==> src/rtl/ep_ctrl_defs.svh <==
/*
 * offsets, field positions, layout masks and reset values of the
 * endpoint control set/clear block.
 * assumes: included by bare name after the package is compiled.
 */
`ifndef EP_CTRL_DEFS_SVH
`define EP_CTRL_DEFS_SVH

// ***************************************************************
// address map
// ***************************************************************
`define EPC_NUM_EP 7
`define EPC_REGION 24'hF803C1
`define EPC_EP0_SET 32'hF803C104
`define EPC_EP0_CLR 32'hF803C108
`define EPC_EP0_STATE 32'hF803C10C
`define EPC_EP_STRIDE 32'h00000020
`define EPC_OFS_SET 5'h04
`define EPC_OFS_CLR 5'h08
`define EPC_OFS_STATE 5'h0C
`define EPC_IRQ_STATUS 32'hF803C1E0
`define EPC_IRQ_MASK 32'hF803C1E4

// ***************************************************************
// control state fields
// ***************************************************************
`define EPC_B_ON 0
`define EPC_B_AUTO 1
`define EPC_B_IRQ_DMA 3
`define EPC_B_NYET 4
`define EPC_B_DATAX 6
`define EPC_B_MDATA 7
`define EPC_B_OVFLW 8
`define EPC_B_RXRDY 9
`define EPC_B_TXCMP 10
`define EPC_B_TX_READY 11
`define EPC_B_SETUP 12
`define EPC_B_STALL 13
`define EPC_B_NAKIN 14
`define EPC_B_NAKOUT 15
`define EPC_B_ISO_FLOW 12
`define EPC_B_ISO_CRC 13
`define EPC_B_ISO_FLUSH 14
`define EPC_B_BUSY 18
`define EPC_B_SHORT 31

// writable bits of each layout; all others are reserved
`define EPC_MASK_STD 32'h8004FF1B
`define EPC_MASK_ISO 32'h80047FCB
// interrupt enable positions of both layouts
`define EPC_MASK_IRQ_EN 32'h8004FFC0

`define EPC_STATE_RST 32'h00000000
`define EPC_IRQ_RST 7'h00
`define EPC_RESP_OKAY 2'h0
`define EPC_RESP_SLVERR 2'h2

`endif

==> src/rtl/ep_ctrl_pkg.sv <==
/*
 * types of the endpoint control set/clear block.
 * assumes: nothing; compiled first.
 */
`default_nettype none

package ep_ctrl_pkg;

   // endpoint kind field of the configuration register
   typedef enum logic [1:0]
   {
      KIND_CTRL = 2'b00,
      KIND_ISO = 2'b01,
      KIND_BULK = 2'b10,
      KIND_INTR = 2'b11
   } ep_kind_e;

   typedef enum logic [0:0]
   {
      RD_IDLE = 1'b0,
      RD_RESP = 1'b1
   } rd_state_e;

   // per-endpoint controls handed to the protocol engine and dma
   typedef struct packed
   {
      logic on;
      logic auto_commit;
      logic force_ack;
      logic short_guarantee;
      logic dma_req;
   } ep_ctrl_s;

endpackage

`default_nettype wire

==> src/rtl/ep_ctrl_set_clear.sv <==
/*
 * endpoint control state with write-only set and clear views, a
 * read-only state view, an interrupt status/mask pair and an
 * axi4-lite slave, for seven endpoints.
 * assumes: endpoint kind, direction, interrupt sources, bank state
 * and dma request come from logic on core_clk_i; single-beat
 * axi4-lite master with one write and one read outstanding.
 */
`include "ep_ctrl_defs.svh"
`default_nettype none

// Operation
// - set view: ones set matching control bits, zeros leave state alone
// - clear view: ones clear matching control bits, zeros leave state
// - iso layout when kind is 0x1, standard layout for 0x0, 0x2, 0x3
// - bit 0 enables endpoint via set view, disables via clear view
// - auto-commit bit 1 validates packet and switches bank, in and out
// - irq-blocks-dma bit 3 withdraws dma request on enabled endpoint irq
// - standard bit 4 forces ack instead of nyet; clearing returns to hw
// - bit 31: out short-packet irq; in short packet with buffer-end, auto
// - clearing bit 31 on in endpoints stops automatic zero-length packet
// - standard layout: setup 12, stall 13, nak in 14, nak out 15
// - both layouts: overflow 8, out data 9, in complete 10, tx ready 11
// - both layouts: busy bank irq enable at bit 18
// - iso layout: flow error 12, crc/count error 13, flush error 14
// - iso layout: bit 6 data pid, bit 7 more-data pid irq enables
// - set view at 0xF803C104 plus 0x20 per endpoint, both layouts
// - clear view at 0xF803C108 plus 0x20 per endpoint, both layouts
// - control state readable through read-only state view
// - busy bank fires: out when all banks busy, in when all free
module ep_ctrl_set_clear
   import ep_ctrl_pkg::*;
(
   input wire logic core_clk_i,
   input wire logic reset_i,
   input wire logic [31:0] s_axi_awaddr_i,
   input wire logic s_axi_awvalid_i,
   output logic s_axi_awready_o,
   input wire logic [31:0] s_axi_wdata_i,
   input wire logic [3:0] s_axi_wstrb_i,
   input wire logic s_axi_wvalid_i,
   output logic s_axi_wready_o,
   output logic [1:0] s_axi_bresp_o,
   output logic s_axi_bvalid_o,
   input wire logic s_axi_bready_i,
   input wire logic [31:0] s_axi_araddr_i,
   input wire logic s_axi_arvalid_i,
   output logic s_axi_arready_o,
   output logic [31:0] s_axi_rdata_o,
   output logic [1:0] s_axi_rresp_o,
   output logic s_axi_rvalid_o,
   input wire logic s_axi_rready_i,
   input wire logic [6:0][1:0] ep_kind_i,
   input wire logic [6:0] ep_dir_in_i,
   input wire logic [6:0][31:0] ep_irq_src_i,
   input wire logic [6:0] all_banks_busy_i,
   input wire logic [6:0] all_banks_free_i,
   input wire logic [6:0] end_buf_en_i,
   input wire logic [6:0] dma_req_i,
   output logic [6:0][31:0] ep_state_o,
   output ep_ctrl_s [6:0] ep_ctrl_o,
   output logic [6:0] ep_irq_o,
   output logic irq_o
);

   // ************************************************************
   // write channel
   // ************************************************************
   logic aw_have_q;
   logic aw_have_d;
   logic w_have_q;
   logic w_have_d;
   logic [31:0] aw_addr_q;
   logic [31:0] w_data_q;
   logic [3:0] w_strb_q;
   logic bvalid_q;
   logic bvalid_d;
   logic [1:0] bresp_q;
   logic awready_q;
   logic wready_q;
   logic aw_take;
   logic w_take;
   logic wr_fire;

   // each half is taken on its own; the write lands once both are held
   // and no response waits, so a slow bready stalls the next write
   assign aw_take = s_axi_awvalid_i && awready_q;
   assign w_take = s_axi_wvalid_i && wready_q;
   assign wr_fire = aw_have_q && w_have_q && !bvalid_q;
   assign aw_have_d = (aw_have_q && !wr_fire) || aw_take;
   assign w_have_d = (w_have_q && !wr_fire) || w_take;
   assign bvalid_d = wr_fire || (bvalid_q && !s_axi_bready_i);

   // decode of the captured write address
   logic wr_in_region;
   logic [2:0] wr_ep;
   logic [4:0] wr_ofs;
   logic wr_is_set;
   logic wr_is_clr;
   logic wr_is_status;
   logic wr_is_mask;
   logic wr_ok;
   logic [31:0] wr_bits;

   assign wr_in_region = aw_addr_q[31:8] == `EPC_REGION;
   assign wr_ep = aw_addr_q[7:5];
   assign wr_ofs = aw_addr_q[4:0];
   assign wr_is_set = wr_in_region && wr_ep != 3'h7
      && wr_ofs == `EPC_OFS_SET;
   assign wr_is_clr = wr_in_region && wr_ep != 3'h7
      && wr_ofs == `EPC_OFS_CLR;
   assign wr_is_status = aw_addr_q == `EPC_IRQ_STATUS;
   assign wr_is_mask = aw_addr_q == `EPC_IRQ_MASK;
   assign wr_ok = wr_is_set || wr_is_clr || wr_is_status || wr_is_mask;

   // byte lanes not strobed carry no ones
   genvar b;
   generate
      for (b = 0; b < 4; b++)
      begin : g_lane
         assign wr_bits[8*b +: 8] = w_strb_q[b] ? w_data_q[8*b +: 8]
            : 8'h00;
      end
   endgenerate

   always_ff @(posedge core_clk_i)
   begin
      if (reset_i)
      begin
         aw_have_q <= 1'b0;
         w_have_q <= 1'b0;
         bvalid_q <= 1'b0;
         bresp_q <= `EPC_RESP_OKAY;
         awready_q <= 1'b0;
         wready_q <= 1'b0;
      end
      else
      begin
         aw_have_q <= aw_have_d;
         w_have_q <= w_have_d;
         bvalid_q <= bvalid_d;
         // ready is registered, so it drops the edge a half is taken
         awready_q <= !aw_have_d && !bvalid_d;
         wready_q <= !w_have_d && !bvalid_d;
         if (wr_fire)
         begin
            bresp_q <= wr_ok ? `EPC_RESP_OKAY : `EPC_RESP_SLVERR;
         end
      end
   end

   // holding registers need no reset: they are read only under wr_fire
   always_ff @(posedge core_clk_i)
   begin
      if (aw_take)
      begin
         aw_addr_q <= s_axi_awaddr_i;
      end
      if (w_take)
      begin
         w_data_q <= s_axi_wdata_i;
         w_strb_q <= s_axi_wstrb_i;
      end
   end

   // ************************************************************
   // per-endpoint control state
   // ************************************************************
   logic [6:0][31:0] state_q;
   logic [6:0][31:0] state_d;
   logic [6:0] ev_fire;
   logic [6:0] ev_level_q;
   ep_ctrl_s [6:0] ctrl_q;

   // one slice per endpoint; the configured kind picks the writable bits
   genvar e;
   generate
      for (e = 0; e < `EPC_NUM_EP; e++)
      begin : g_ep
         logic is_iso;
         logic [31:0] wmask;
         logic [31:0] set_bits;
         logic [31:0] clr_bits;
         logic [31:0] src;
         logic [31:0] busy_src;
         logic fired;
         logic hit;

         // layout chosen by the configured kind
         assign is_iso = ep_kind_i[e] == KIND_ISO;
         assign wmask = is_iso ? `EPC_MASK_ISO : `EPC_MASK_STD;
         assign hit = wr_fire && wr_ep == 3'(e);
         assign set_bits = (hit && wr_is_set) ? (wr_bits & wmask)
            : 32'h00000000;
         assign clr_bits = (hit && wr_is_clr) ? (wr_bits & wmask)
            : 32'h00000000;
         // every written one lands together; zeros keep the state
         assign state_d[e] = (state_q[e] | set_bits) & ~clr_bits;

         // busy bank source depends on direction
         assign busy_src = 32'(ep_dir_in_i[e] ? all_banks_free_i[e]
            : all_banks_busy_i[e]) << `EPC_B_BUSY;
         assign src = (ep_irq_src_i[e] & ~(32'h1 << `EPC_B_BUSY))
            | busy_src;
         // enables at 8..14, 18, 31, standard 15 and iso 6, 7 gate the sources
         assign fired = |(src & state_q[e] & wmask
            & `EPC_MASK_IRQ_EN);
         // a held source raises the status bit once, on its rising edge
         assign ev_fire[e] = fired && !ev_level_q[e];

         always_ff @(posedge core_clk_i)
         begin
            if (reset_i)
            begin
               state_q[e] <= `EPC_STATE_RST;
               ev_level_q[e] <= 1'b0;
               ctrl_q[e] <= '0;
            end
            else
            begin
               state_q[e] <= state_d[e];
               ev_level_q[e] <= fired;
               ctrl_q[e].on <= state_d[e][`EPC_B_ON];
               ctrl_q[e].auto_commit <= state_d[e][`EPC_B_AUTO];
               ctrl_q[e].force_ack <= !is_iso
                  && state_d[e][`EPC_B_NYET];
               // in side only; a cleared bit means no trailing zlp
               ctrl_q[e].short_guarantee <= ep_dir_in_i[e]
                  && state_d[e][`EPC_B_SHORT]
                  && state_d[e][`EPC_B_AUTO]
                  && end_buf_en_i[e];
               // the raw request is delayed one edge so the gate lines up
               ctrl_q[e].dma_req <= dma_req_i[e]
                  && !(state_q[e][`EPC_B_IRQ_DMA] && fired);
            end
         end
      end
   endgenerate

   // ************************************************************
   // interrupt status and mask
   // ************************************************************
   logic [6:0] irq_status_q;
   logic [6:0] irq_mask_q;
   logic [6:0] status_w1c;
   logic irq_q;
   logic [6:0] ep_irq_q;

   // status bits are write-one-to-clear; the mask is a plain register
   assign status_w1c = (wr_fire && wr_is_status) ? wr_bits[6:0] : 7'h00;

   always_ff @(posedge core_clk_i)
   begin
      if (reset_i)
      begin
         irq_status_q <= `EPC_IRQ_RST;
         irq_mask_q <= `EPC_IRQ_RST;
         irq_q <= 1'b0;
         ep_irq_q <= 7'h00;
      end
      else
      begin
         // a new event beats a clear in the same cycle
         irq_status_q <= (irq_status_q & ~status_w1c) | ev_fire;
         if (wr_fire && wr_is_mask)
         begin
            irq_mask_q <= wr_bits[6:0];
         end
         // the level looks ahead at this edge's status so it is not late
         irq_q <= |(((irq_status_q & ~status_w1c) | ev_fire)
            & irq_mask_q);
         ep_irq_q <= ev_level_q;
      end
   end

   // ************************************************************
   // read channel
   // ************************************************************
   rd_state_e rd_q;
   logic [31:0] rdata_q;
   logic [1:0] rresp_q;
   logic arready_q;
   logic rvalid_q;
   logic ar_take;
   logic rd_in_region;
   logic [2:0] rd_ep;
   logic [4:0] rd_ofs;
   logic rd_ep_ok;
   logic rd_is_state;
   logic rd_is_wo;
   logic [31:0] rd_word;
   logic rd_ok;

   // the answer is decoded from araddr at the edge that takes it
   assign ar_take = s_axi_arvalid_i && arready_q;
   assign rd_in_region = s_axi_araddr_i[31:8] == `EPC_REGION;
   assign rd_ep = s_axi_araddr_i[7:5];
   assign rd_ofs = s_axi_araddr_i[4:0];
   assign rd_ep_ok = rd_in_region && rd_ep != 3'h7;
   assign rd_is_state = rd_ep_ok && rd_ofs == `EPC_OFS_STATE;
   assign rd_is_wo = rd_ep_ok && (rd_ofs == `EPC_OFS_SET
      || rd_ofs == `EPC_OFS_CLR);
   assign rd_ok = rd_is_state || rd_is_wo
      || s_axi_araddr_i == `EPC_IRQ_STATUS
      || s_axi_araddr_i == `EPC_IRQ_MASK;
   // write-only views read as zero
   assign rd_word = rd_is_state ? state_q[rd_ep]
      : (s_axi_araddr_i == `EPC_IRQ_STATUS) ? {25'h0, irq_status_q}
      : (s_axi_araddr_i == `EPC_IRQ_MASK) ? {25'h0, irq_mask_q}
      : 32'h00000000;

   always_ff @(posedge core_clk_i)
   begin
      if (reset_i)
      begin
         rd_q <= RD_IDLE;
         rdata_q <= 32'h00000000;
         rresp_q <= `EPC_RESP_OKAY;
         arready_q <= 1'b0;
         rvalid_q <= 1'b0;
      end
      else
      begin
         case (rd_q)
            RD_IDLE:
            begin
               // refuse another read until rready takes the answer
               arready_q <= !ar_take;
               if (ar_take)
               begin
                  rd_q <= RD_RESP;
                  rvalid_q <= 1'b1;
                  rdata_q <= rd_word;
                  rresp_q <= rd_ok ? `EPC_RESP_OKAY : `EPC_RESP_SLVERR;
               end
            end
            RD_RESP:
            begin
               if (s_axi_rready_i)
               begin
                  rd_q <= RD_IDLE;
                  arready_q <= 1'b1;
                  rvalid_q <= 1'b0;
               end
            end
            default:
            begin
               rd_q <= RD_IDLE;
               arready_q <= 1'b0;
               rvalid_q <= 1'b0;
            end
         endcase
      end
   end

   // ************************************************************
   // outputs
   // ************************************************************
   // every output is a register, so no path runs straight through
   assign s_axi_awready_o = awready_q;
   assign s_axi_wready_o = wready_q;
   assign s_axi_bvalid_o = bvalid_q;
   assign s_axi_bresp_o = bresp_q;
   assign s_axi_arready_o = arready_q;
   assign s_axi_rvalid_o = rvalid_q;
   assign s_axi_rdata_o = rdata_q;
   assign s_axi_rresp_o = rresp_q;
   assign ep_state_o = state_q;
   assign ep_ctrl_o = ctrl_q;
   assign ep_irq_o = ep_irq_q;
   assign irq_o = irq_q;

endmodule

`default_nettype wire

==> config.mk <==
export PLATFORM = sky130hd
export DESIGN_NAME = ep_ctrl_set_clear
export DESIGN_NICKNAME = d
export VERILOG_FILES = /design/src/rtl/ep_ctrl_pkg.sv /design/src/rtl/ep_ctrl_set_clear.sv
export VERILOG_INCLUDE_DIRS = /design/src /design/src/rtl
export SDC_FILE = /design/constraint.sdc
export NUM_CORES = 1
export LEC_CHECK = 0
export BUFFER_PORTS_ARGS = -buffer_cell sky130_fd_sc_hd__buf_4
export CAP_MARGIN = 20
export CORE_AREA = 3 3 265 267
export CTS_CLUSTER_SIZE = 16
export DETAILED_ROUTE_END_ITERATION = 8
export DIE_AREA = 0 0 268 270
export GPL_TIMING_DRIVEN = 0
export PLACE_DENSITY_LB_ADDON = 0.08
export RECOVER_POWER = 50
export SLEW_MARGIN = 20
export SYNTH_ARGS = -nofsm -noshare
export SYNTH_HDL_FRONTEND = slang
export SYNTH_SLANG_ARGS = --single-unit
==> constraint.sdc <==
create_clock -name core_clk_i -period 3.6 [get_ports core_clk_i]
set_clock_uncertainty 0.15 [all_clocks]
set_input_delay 0.72 -clock core_clk_i [delete_from_list [all_inputs] [get_ports core_clk_i]]
set_output_delay 0.72 -clock core_clk_i [all_outputs]
set_load 0.01 [all_outputs]
==> results of run 1 <==
-- synth_stat cells, types with 9 or more instances --
cell,count,area (um2)
buf_2,9,45.0
clkbuf_1,73,274
and2_1,13,81.3
o211ai_1,27,203
mux2_2,14,158
edfxtp_1,54,1620
nor3_1,13,65.1
a211oi_1,89,668
a21o_1,11,82.6
nor2_1,52,195
and2_0,13,81.3
a31oi_1,27,169
a221oi_1,10,87.6
mux4_2,16,360
a22oi_1,27,203
nand2b_1,18,113
buf_4,146,1100
a21oi_1,145,726
mux2i_1,24,240
nor2b_1,28,175
nand2_1,42,158
dfxtp_1,190,3800
nand3_1,18,90.1
a311oi_1,18,158
-- path summary, 6_finish.rpt --
check                                    endpoint  slack (ps)  cells past startpoint
worst min-delay path                 w_data_q[18]         180                      1
worst max-delay path               ep_state_o[45]         190                      6
worst min register to register  s_axi_rdata_o[31]         310                      2
worst max register to register     ep_state_o[45]         190                      6
-- cells by family after synthesis --
logic type / after synthesis / synth area share
XOR/XNOR: 1 / 0.000756
other: 1 / 0.000324
multiplexers: 54 / 0.0655
AND/OR/NAND/NOR: 244 / 0.120
buffers and inverters: 240 / 0.128
flip-flops: 244 / 0.468
AO/OA/AOI/OAI: 381 / 0.218
-- through the flow --
step	util	power [W]	cell area, um2	cells	setup TNS, ps
after floorplan	-	0.00330	12100	1292	0
after global placement	0.236	0.00368	16100	2568	-4660
after CTS	0.252	0.00695	17200	2628	0
after global routing	0.246	0.00710	16800	2629	0
final	0.246	0.00682	16800	2631	0
after detailed placement	0.237	0.00369	16200	2571	-2080
-- metal layers --
metal | up-vias | routed length [um]
met5 | - | 11
met4 | 2 | 851
met2 | 520 | 28700
met1 | 5341 | 30000
met3 | 47 | 5920
li1 | 5201 | -
-- report_power, final --
group	leakage (nW)	switching (W)	internal (W)
Combinational	3.96	0.000401	0.000322
Clock	0.500	0.00130	0.00191
Sequential	2.04	0.0000264	0.00286
-- layout by cell type (no fill, tap or decap), drive strengths merged, types with 18 or more instances in the layout --
cell and count:
buf 387, edfxtp 54, o211ai 27, nor2b 28, a31oi 27, nor2 52, dfxtp 190, a211oi 90
mux2i 24, a21oi 145, and2 26, clkbuf 286, a311oi 18, nand2b 18, a22oi 27, nand3 18
nand2 42, conb 128
-- timing repair --
item                                    4_1_cts  5_1_grt
endpoints found under the setup margin       10        8
resized for setup                             2        2
gates cloned                                  0        0
-- worst max-delay path, stage by stage (launching register included) --
cell and delay [ps]:
edfxtp_1 360, or4_1 540, or4_4 590, buf_6 190
nor4_4 680, clkbuf_1 580, a211oi_1 170
-- flip-flops by register name, indices dropped and copies added (netlist names), 4 cells and up --
name           cells
aw_addr_q         32
ep_ctrl_o         21
ep_irq_o           7
ep_state_o       112
ev_level_q         7
irq_mask_q         7
irq_status_q       7
s_axi_rdata_o     18
w_data_q          18
w_strb_q           4
-- area by class of cell --
type / instances / share of cell area
diodes: 3 / 0.000447
plain buffers: 235 / 0.0869
clock buffers: 41 / 0.0496
clock inverters: 16 / 0.0111
inverters: 5 / 0.00112
multi-input cells: 808 / 0.310
flip-flops and latches: 244 / 0.323
well taps: 882 / 0.0657
repair buffers: 397 / 0.152
==> results.json, run 1 <==
{
  "fp.dieH_um": 270,
  "firstDrtPassIters": 6,
  "grt_pass1_vias": 11100,
  "tightest_slew_ps": 1670,
  "htree_levels": 1,
  "fill_cells": 7485,
  "yosysSeqAreaShare": 0.468,
  "outcome": "complete, but fails checks",
  "area_delta_synth_final_pct": 44.9,
  "async_reset_ff_frac": 0,
  "postCtsHoldBufs": 0,
  "clock_latency_ps": 590,
  "slew_headroom": -0.114,
  "postSynthAreaPerCell_um2": 9.94,
  "overflow": 0,
  "rsz0062_at_grt": "false",
  "r2r-start": "aw_addr_q[21]",
  "drv_slew": 32,
  "drt_iter0_markers": 609,
  "maxCapViolCount": 1,
  "cp_max_fo": 10,
  "grt_max_degree": 32,
  "wl_per_cell_um": 24.9,
  "core-area_um2": 68300,
  "clockBufferDepth": 3,
  "vias": 11100,
  "finalCritPeriodShare": 0.948,
  "grt_use_met3": 0.0555,
  "cts_buffers": 31,
  "min_from": "s_axi_wdata_i[18]",
  "grt_use_met1": 0.240,
  "synth_top_flop_cell": "dfxtp_1",
  "seq_area_um2": 5430,
  "ios": 688,
  "cp-startpoint": "aw_addr_q[21]",
  "drtAntennaViolNets": 0,
  "cellPowerDensity_nw_per_um2": 406,
  "holdWs_ps": 179,
  "worstSetupPathType": "flop to flop",
  "synthCells": 1165,
  "fin_nets": 2102,
  "cts.sinks": 244,
  "antenna_found_initial": 5,
  "grt_pass1_wl_mm": 89.3,
  "setup_violations": 0,
  "max_freq_mhz": 293,
  "ir_drop_uv": 269,
  "finalWorstSetupSlack_ps": 189,
  "die-area_um2": 72400,
  "start_kind": "flop",
  "wl_mm": 65.4,
  "drive_above_1_share": 0.306,
  "synth_seq_cells": 244,
  "cp-end-kind": "flop",
  "fin_crit_ps": 3410,
  "start_util": 0.169,
  "io_buffers": 394,
  "synth_edf_count": 54,
  "drt-vias-per-instance": 4.22,
  "top_usage_layer": "met2",
  "grt_util_all_layers": 0.174,
  "cts.clk_slew.worst_paths_ps": 60,
  "cts_tree": "done",
  "pre_cts_slack_ps": -199,
  "drc_errors": 0,
  "rows": 96,
  "synth.distinct_cells": 60,
  "critical_path_required_ps": 3880,
  "hpwlAfterDp_mm": 54.2,
  "post_cts_buffers": 0,
  "multi_input_area_um2": 5200,
  "p_leak_nw": 6.50,
  "hold_viol_final": 0,
  "use_met2": 0.268,
  "netlist_area_um2": 11600,
  "cts_root_buffer": "clkbuf_16",
  "synth_warnings": 0,
  "chipWidth_um": 268,
  "crit_arrival_ps": 3690,
  "place_congestion": 0.810,
  "hold_class": "input pin to flop",
  "violations": "capacitance limit, slew limit"
}
Note: power is estimated with default switching activity, not from simulation.
==> run 2: changes to the inputs <==
Settings changed: CORE_AREA 3 3 265 267 to 3 3 270 272, CTS_BUF_LIST from default to sky130_fd_sc_hd__clkbuf_4, DIE_AREA 0 0 268 270 to 0 0 273 275, SETUP_SLACK_MARGIN from default to 0.05.
==> results.json, run 2 (synthesized netlist as in run 1, its figures left out) <==
{
  "chipWidth_um": 273,
  "rsz0062_at_grt": "true",
  "hold_class": "input pin to flop",
  "swShare": 0.268,
  "p_clk_frac": 0.448,
  "overflow": 0,
  "drtAntennaViolNets": 0,
  "antenna_found_initial": 3,
  "cp_slowest_stage_delay_ps": 590,
  "cts_root_buffer": "clkbuf_4",
  "rr_endpoint": "irq_o",
  "seq_area_um2": 5430,
  "cellPowerDensity_nw_per_um2": 378,
  "drt-vias-per-instance": 4.09,
  "min_from": "ep_dir_in_i[3]",
  "place_area_um2": 16300,
  "fp.dieH_um": 275,
  "violations": "capacitance limit, slew limit",
  "start_kind": "flop",
  "clockBufferDepth": 3,
  "p_leak_nw": 6.91,
  "cp_max_fo": 10,
  "worstSetupPathType": "flop to flop",
  "critical_path_required_ps": 4050,
  "drive_above_1_share": 0.330,
  "grt_util_all_layers": 0.171,
  "area_delta_synth_final_pct": 51.5,
  "r2r-start": "aw_addr_q[21]",
  "finalWorstSetupSlack_ps": 216,
  "crit_path_top_delay_cell": "or4_4",
  "layout_commonest_cell": "buf_4",
  "grt_pass1_wl_mm": 90.2,
  "fill_cells": 7825,
  "largest_register_ffs": 112,
  "drc_errors": 0,
  "outcome": "complete, but fails checks",
  "ff2ff_setup_slack_ps": 220,
  "rows": 98,
  "vias": 11600,
  "cts_tree": "done",
  "slew_headroom": -0.126,
  "clock_latency_ps": 820,
  "critical_path.top_delay_family": "simple AND/OR/NAND/NOR gates",
  "core-area_um2": 71000,
  "hold_end": "ep_ctrl_o[16]",
  "p_int_w": 0.00486,
  "fin_nets": 2215,
  "wl_per_cell_um": 23.4,
  "drv_slew": 32,
  "cp-end-kind": "flop",
  "fin_crit_ps": 3380,
  "cts.sinks": 244,
  "cts_buffers": 77,
  "crit_arrival_ps": 3830,
  "wl_mm": 66.2,
  "stdcell_area_um2": 17500,
  "htree_levels": 3,
  "firstDrtPassIters": 5,
  "final_cell_mix": "buf_4 (383), dfxtp_1 (190), clkbuf_1 (177)",
  "drt_iter0_markers": 712,
  "comb_power_share": 0.117,
  "io_buffers": 394,
  "maxCapViolCount": 1,
  "cts.clk_slew.worst_paths_ps": 60,
  "start_util": 0.163,
  "setup_violations": 0,
  "pre_cts_slack_ps": -296,
  "ir_drop_uv": 137,
  "die-area_um2": 75100,
  "hpwlAfterDp_mm": 54.7,
  "grt_max_degree": 32,
  "min_path_cells": 3,
  "p_sw_w": 0.00178,
  "worst-path-buf-inv": 2,
  "cp-startpoint": "aw_addr_q[21]",
  "place_congestion": 0.825,
  "hold_viol_final": 0,
  "reg2regPathDepth": 8,
  "finalCritPeriodShare": 0.940,
  "max_freq_mhz": 295,
  "grt_pass1_vias": 11700,
  "tightest_slew_ps": 1690,
  "ios": 688,
  "multi_input_area_um2": 5210,
  "crit_chain": "or4_1 -> or4_4 -> buf_6 -> or4_4 -> buf_6 -> o21a_1 -> a211oi_2 -> a41oi_1",
  "power_frac_seq": 0.435
}
[run 2: worst register-to-register path, cell delays in order (launching register included)]
cell and delay [ps]:
edfxtp_1 370, or4_1 540, or4_4 590, buf_6 190
or4_4 550, buf_6 180, o21a_1 200, a211oi_2 240
a41oi_1 210
[run 2: metrics by stage]
stage	util	total power [W]	cells	TNS (ps)	hold WS, ps
2_1_floorplan	-	0.00330	1292	0	289
3_3_place_gp	0.228	0.00368	2636	-5640	299
3_5_place_dp	0.229	0.00369	2639	-2860	300
4_1_cts	0.253	0.00679	2832	0	7.47
5_1_grt	0.247	0.00697	2834	0	44.8
6_report	0.247	0.00664	2834	0	80.4
[run 2: power groups by stage]
stage / registers, W / clock network, W / logic (W)
floorplan: 0.00294 / 0 / 0.000362
global placement: 0.00295 / 0 / 0.000731
detailed placement: 0.00294 / 0 / 0.000743
CTS: 0.00288 / 0.00310 / 0.000807
global route: 0.00289 / 0.00324 / 0.000845
finish: 0.00288 / 0.00297 / 0.000779
[run 2: area by class of cell]
type	count	share of cell area
repair buffers	464	0.185
flip-flops and latches	244	0.309
well taps	950	0.0677
clock buffers	113	0.0483
diodes	1	0.000143
clock inverters	14	0.00792
inverters	5	0.00107
plain buffers	235	0.0834
multi-input cells	808	0.297
[run 2: repair_timing]
| item | CTS | global route |
|---|---|---|
| endpoints found under the setup margin | 4 | 26 |
| pin swaps | 0 | 1 |
| hold buffers | 66 | 0 |
| endpoints found under the hold margin | 65 | 0 |
| gates resized for setup | 1 | 10 |
| setup buffers | 0 | 1 |
[run 2: how the worst max path moves through the flow]
stage,end,slack [ps],depth (start not counted)
after CTS,ep_state_o[100],80,6
after floorplan,irq_o,630,8
after global routing,ep_state_o[199],30,6
after detailed placement,s_axi_rdata_o[3],-300,7
final,irq_o,220,8
after global placement,irq_o,-260,8
[run 2: routing by layer]
| metal | track usage | share of wire |
|---|---|---|
| met5 | 0 | 0.00014 |
| met4 | 0.0546 | 0.024 |
| met3 | 0.0547 | 0.090 |
| met2 | 0.262 | 0.44 |
| met1 | 0.227 | 0.45 |
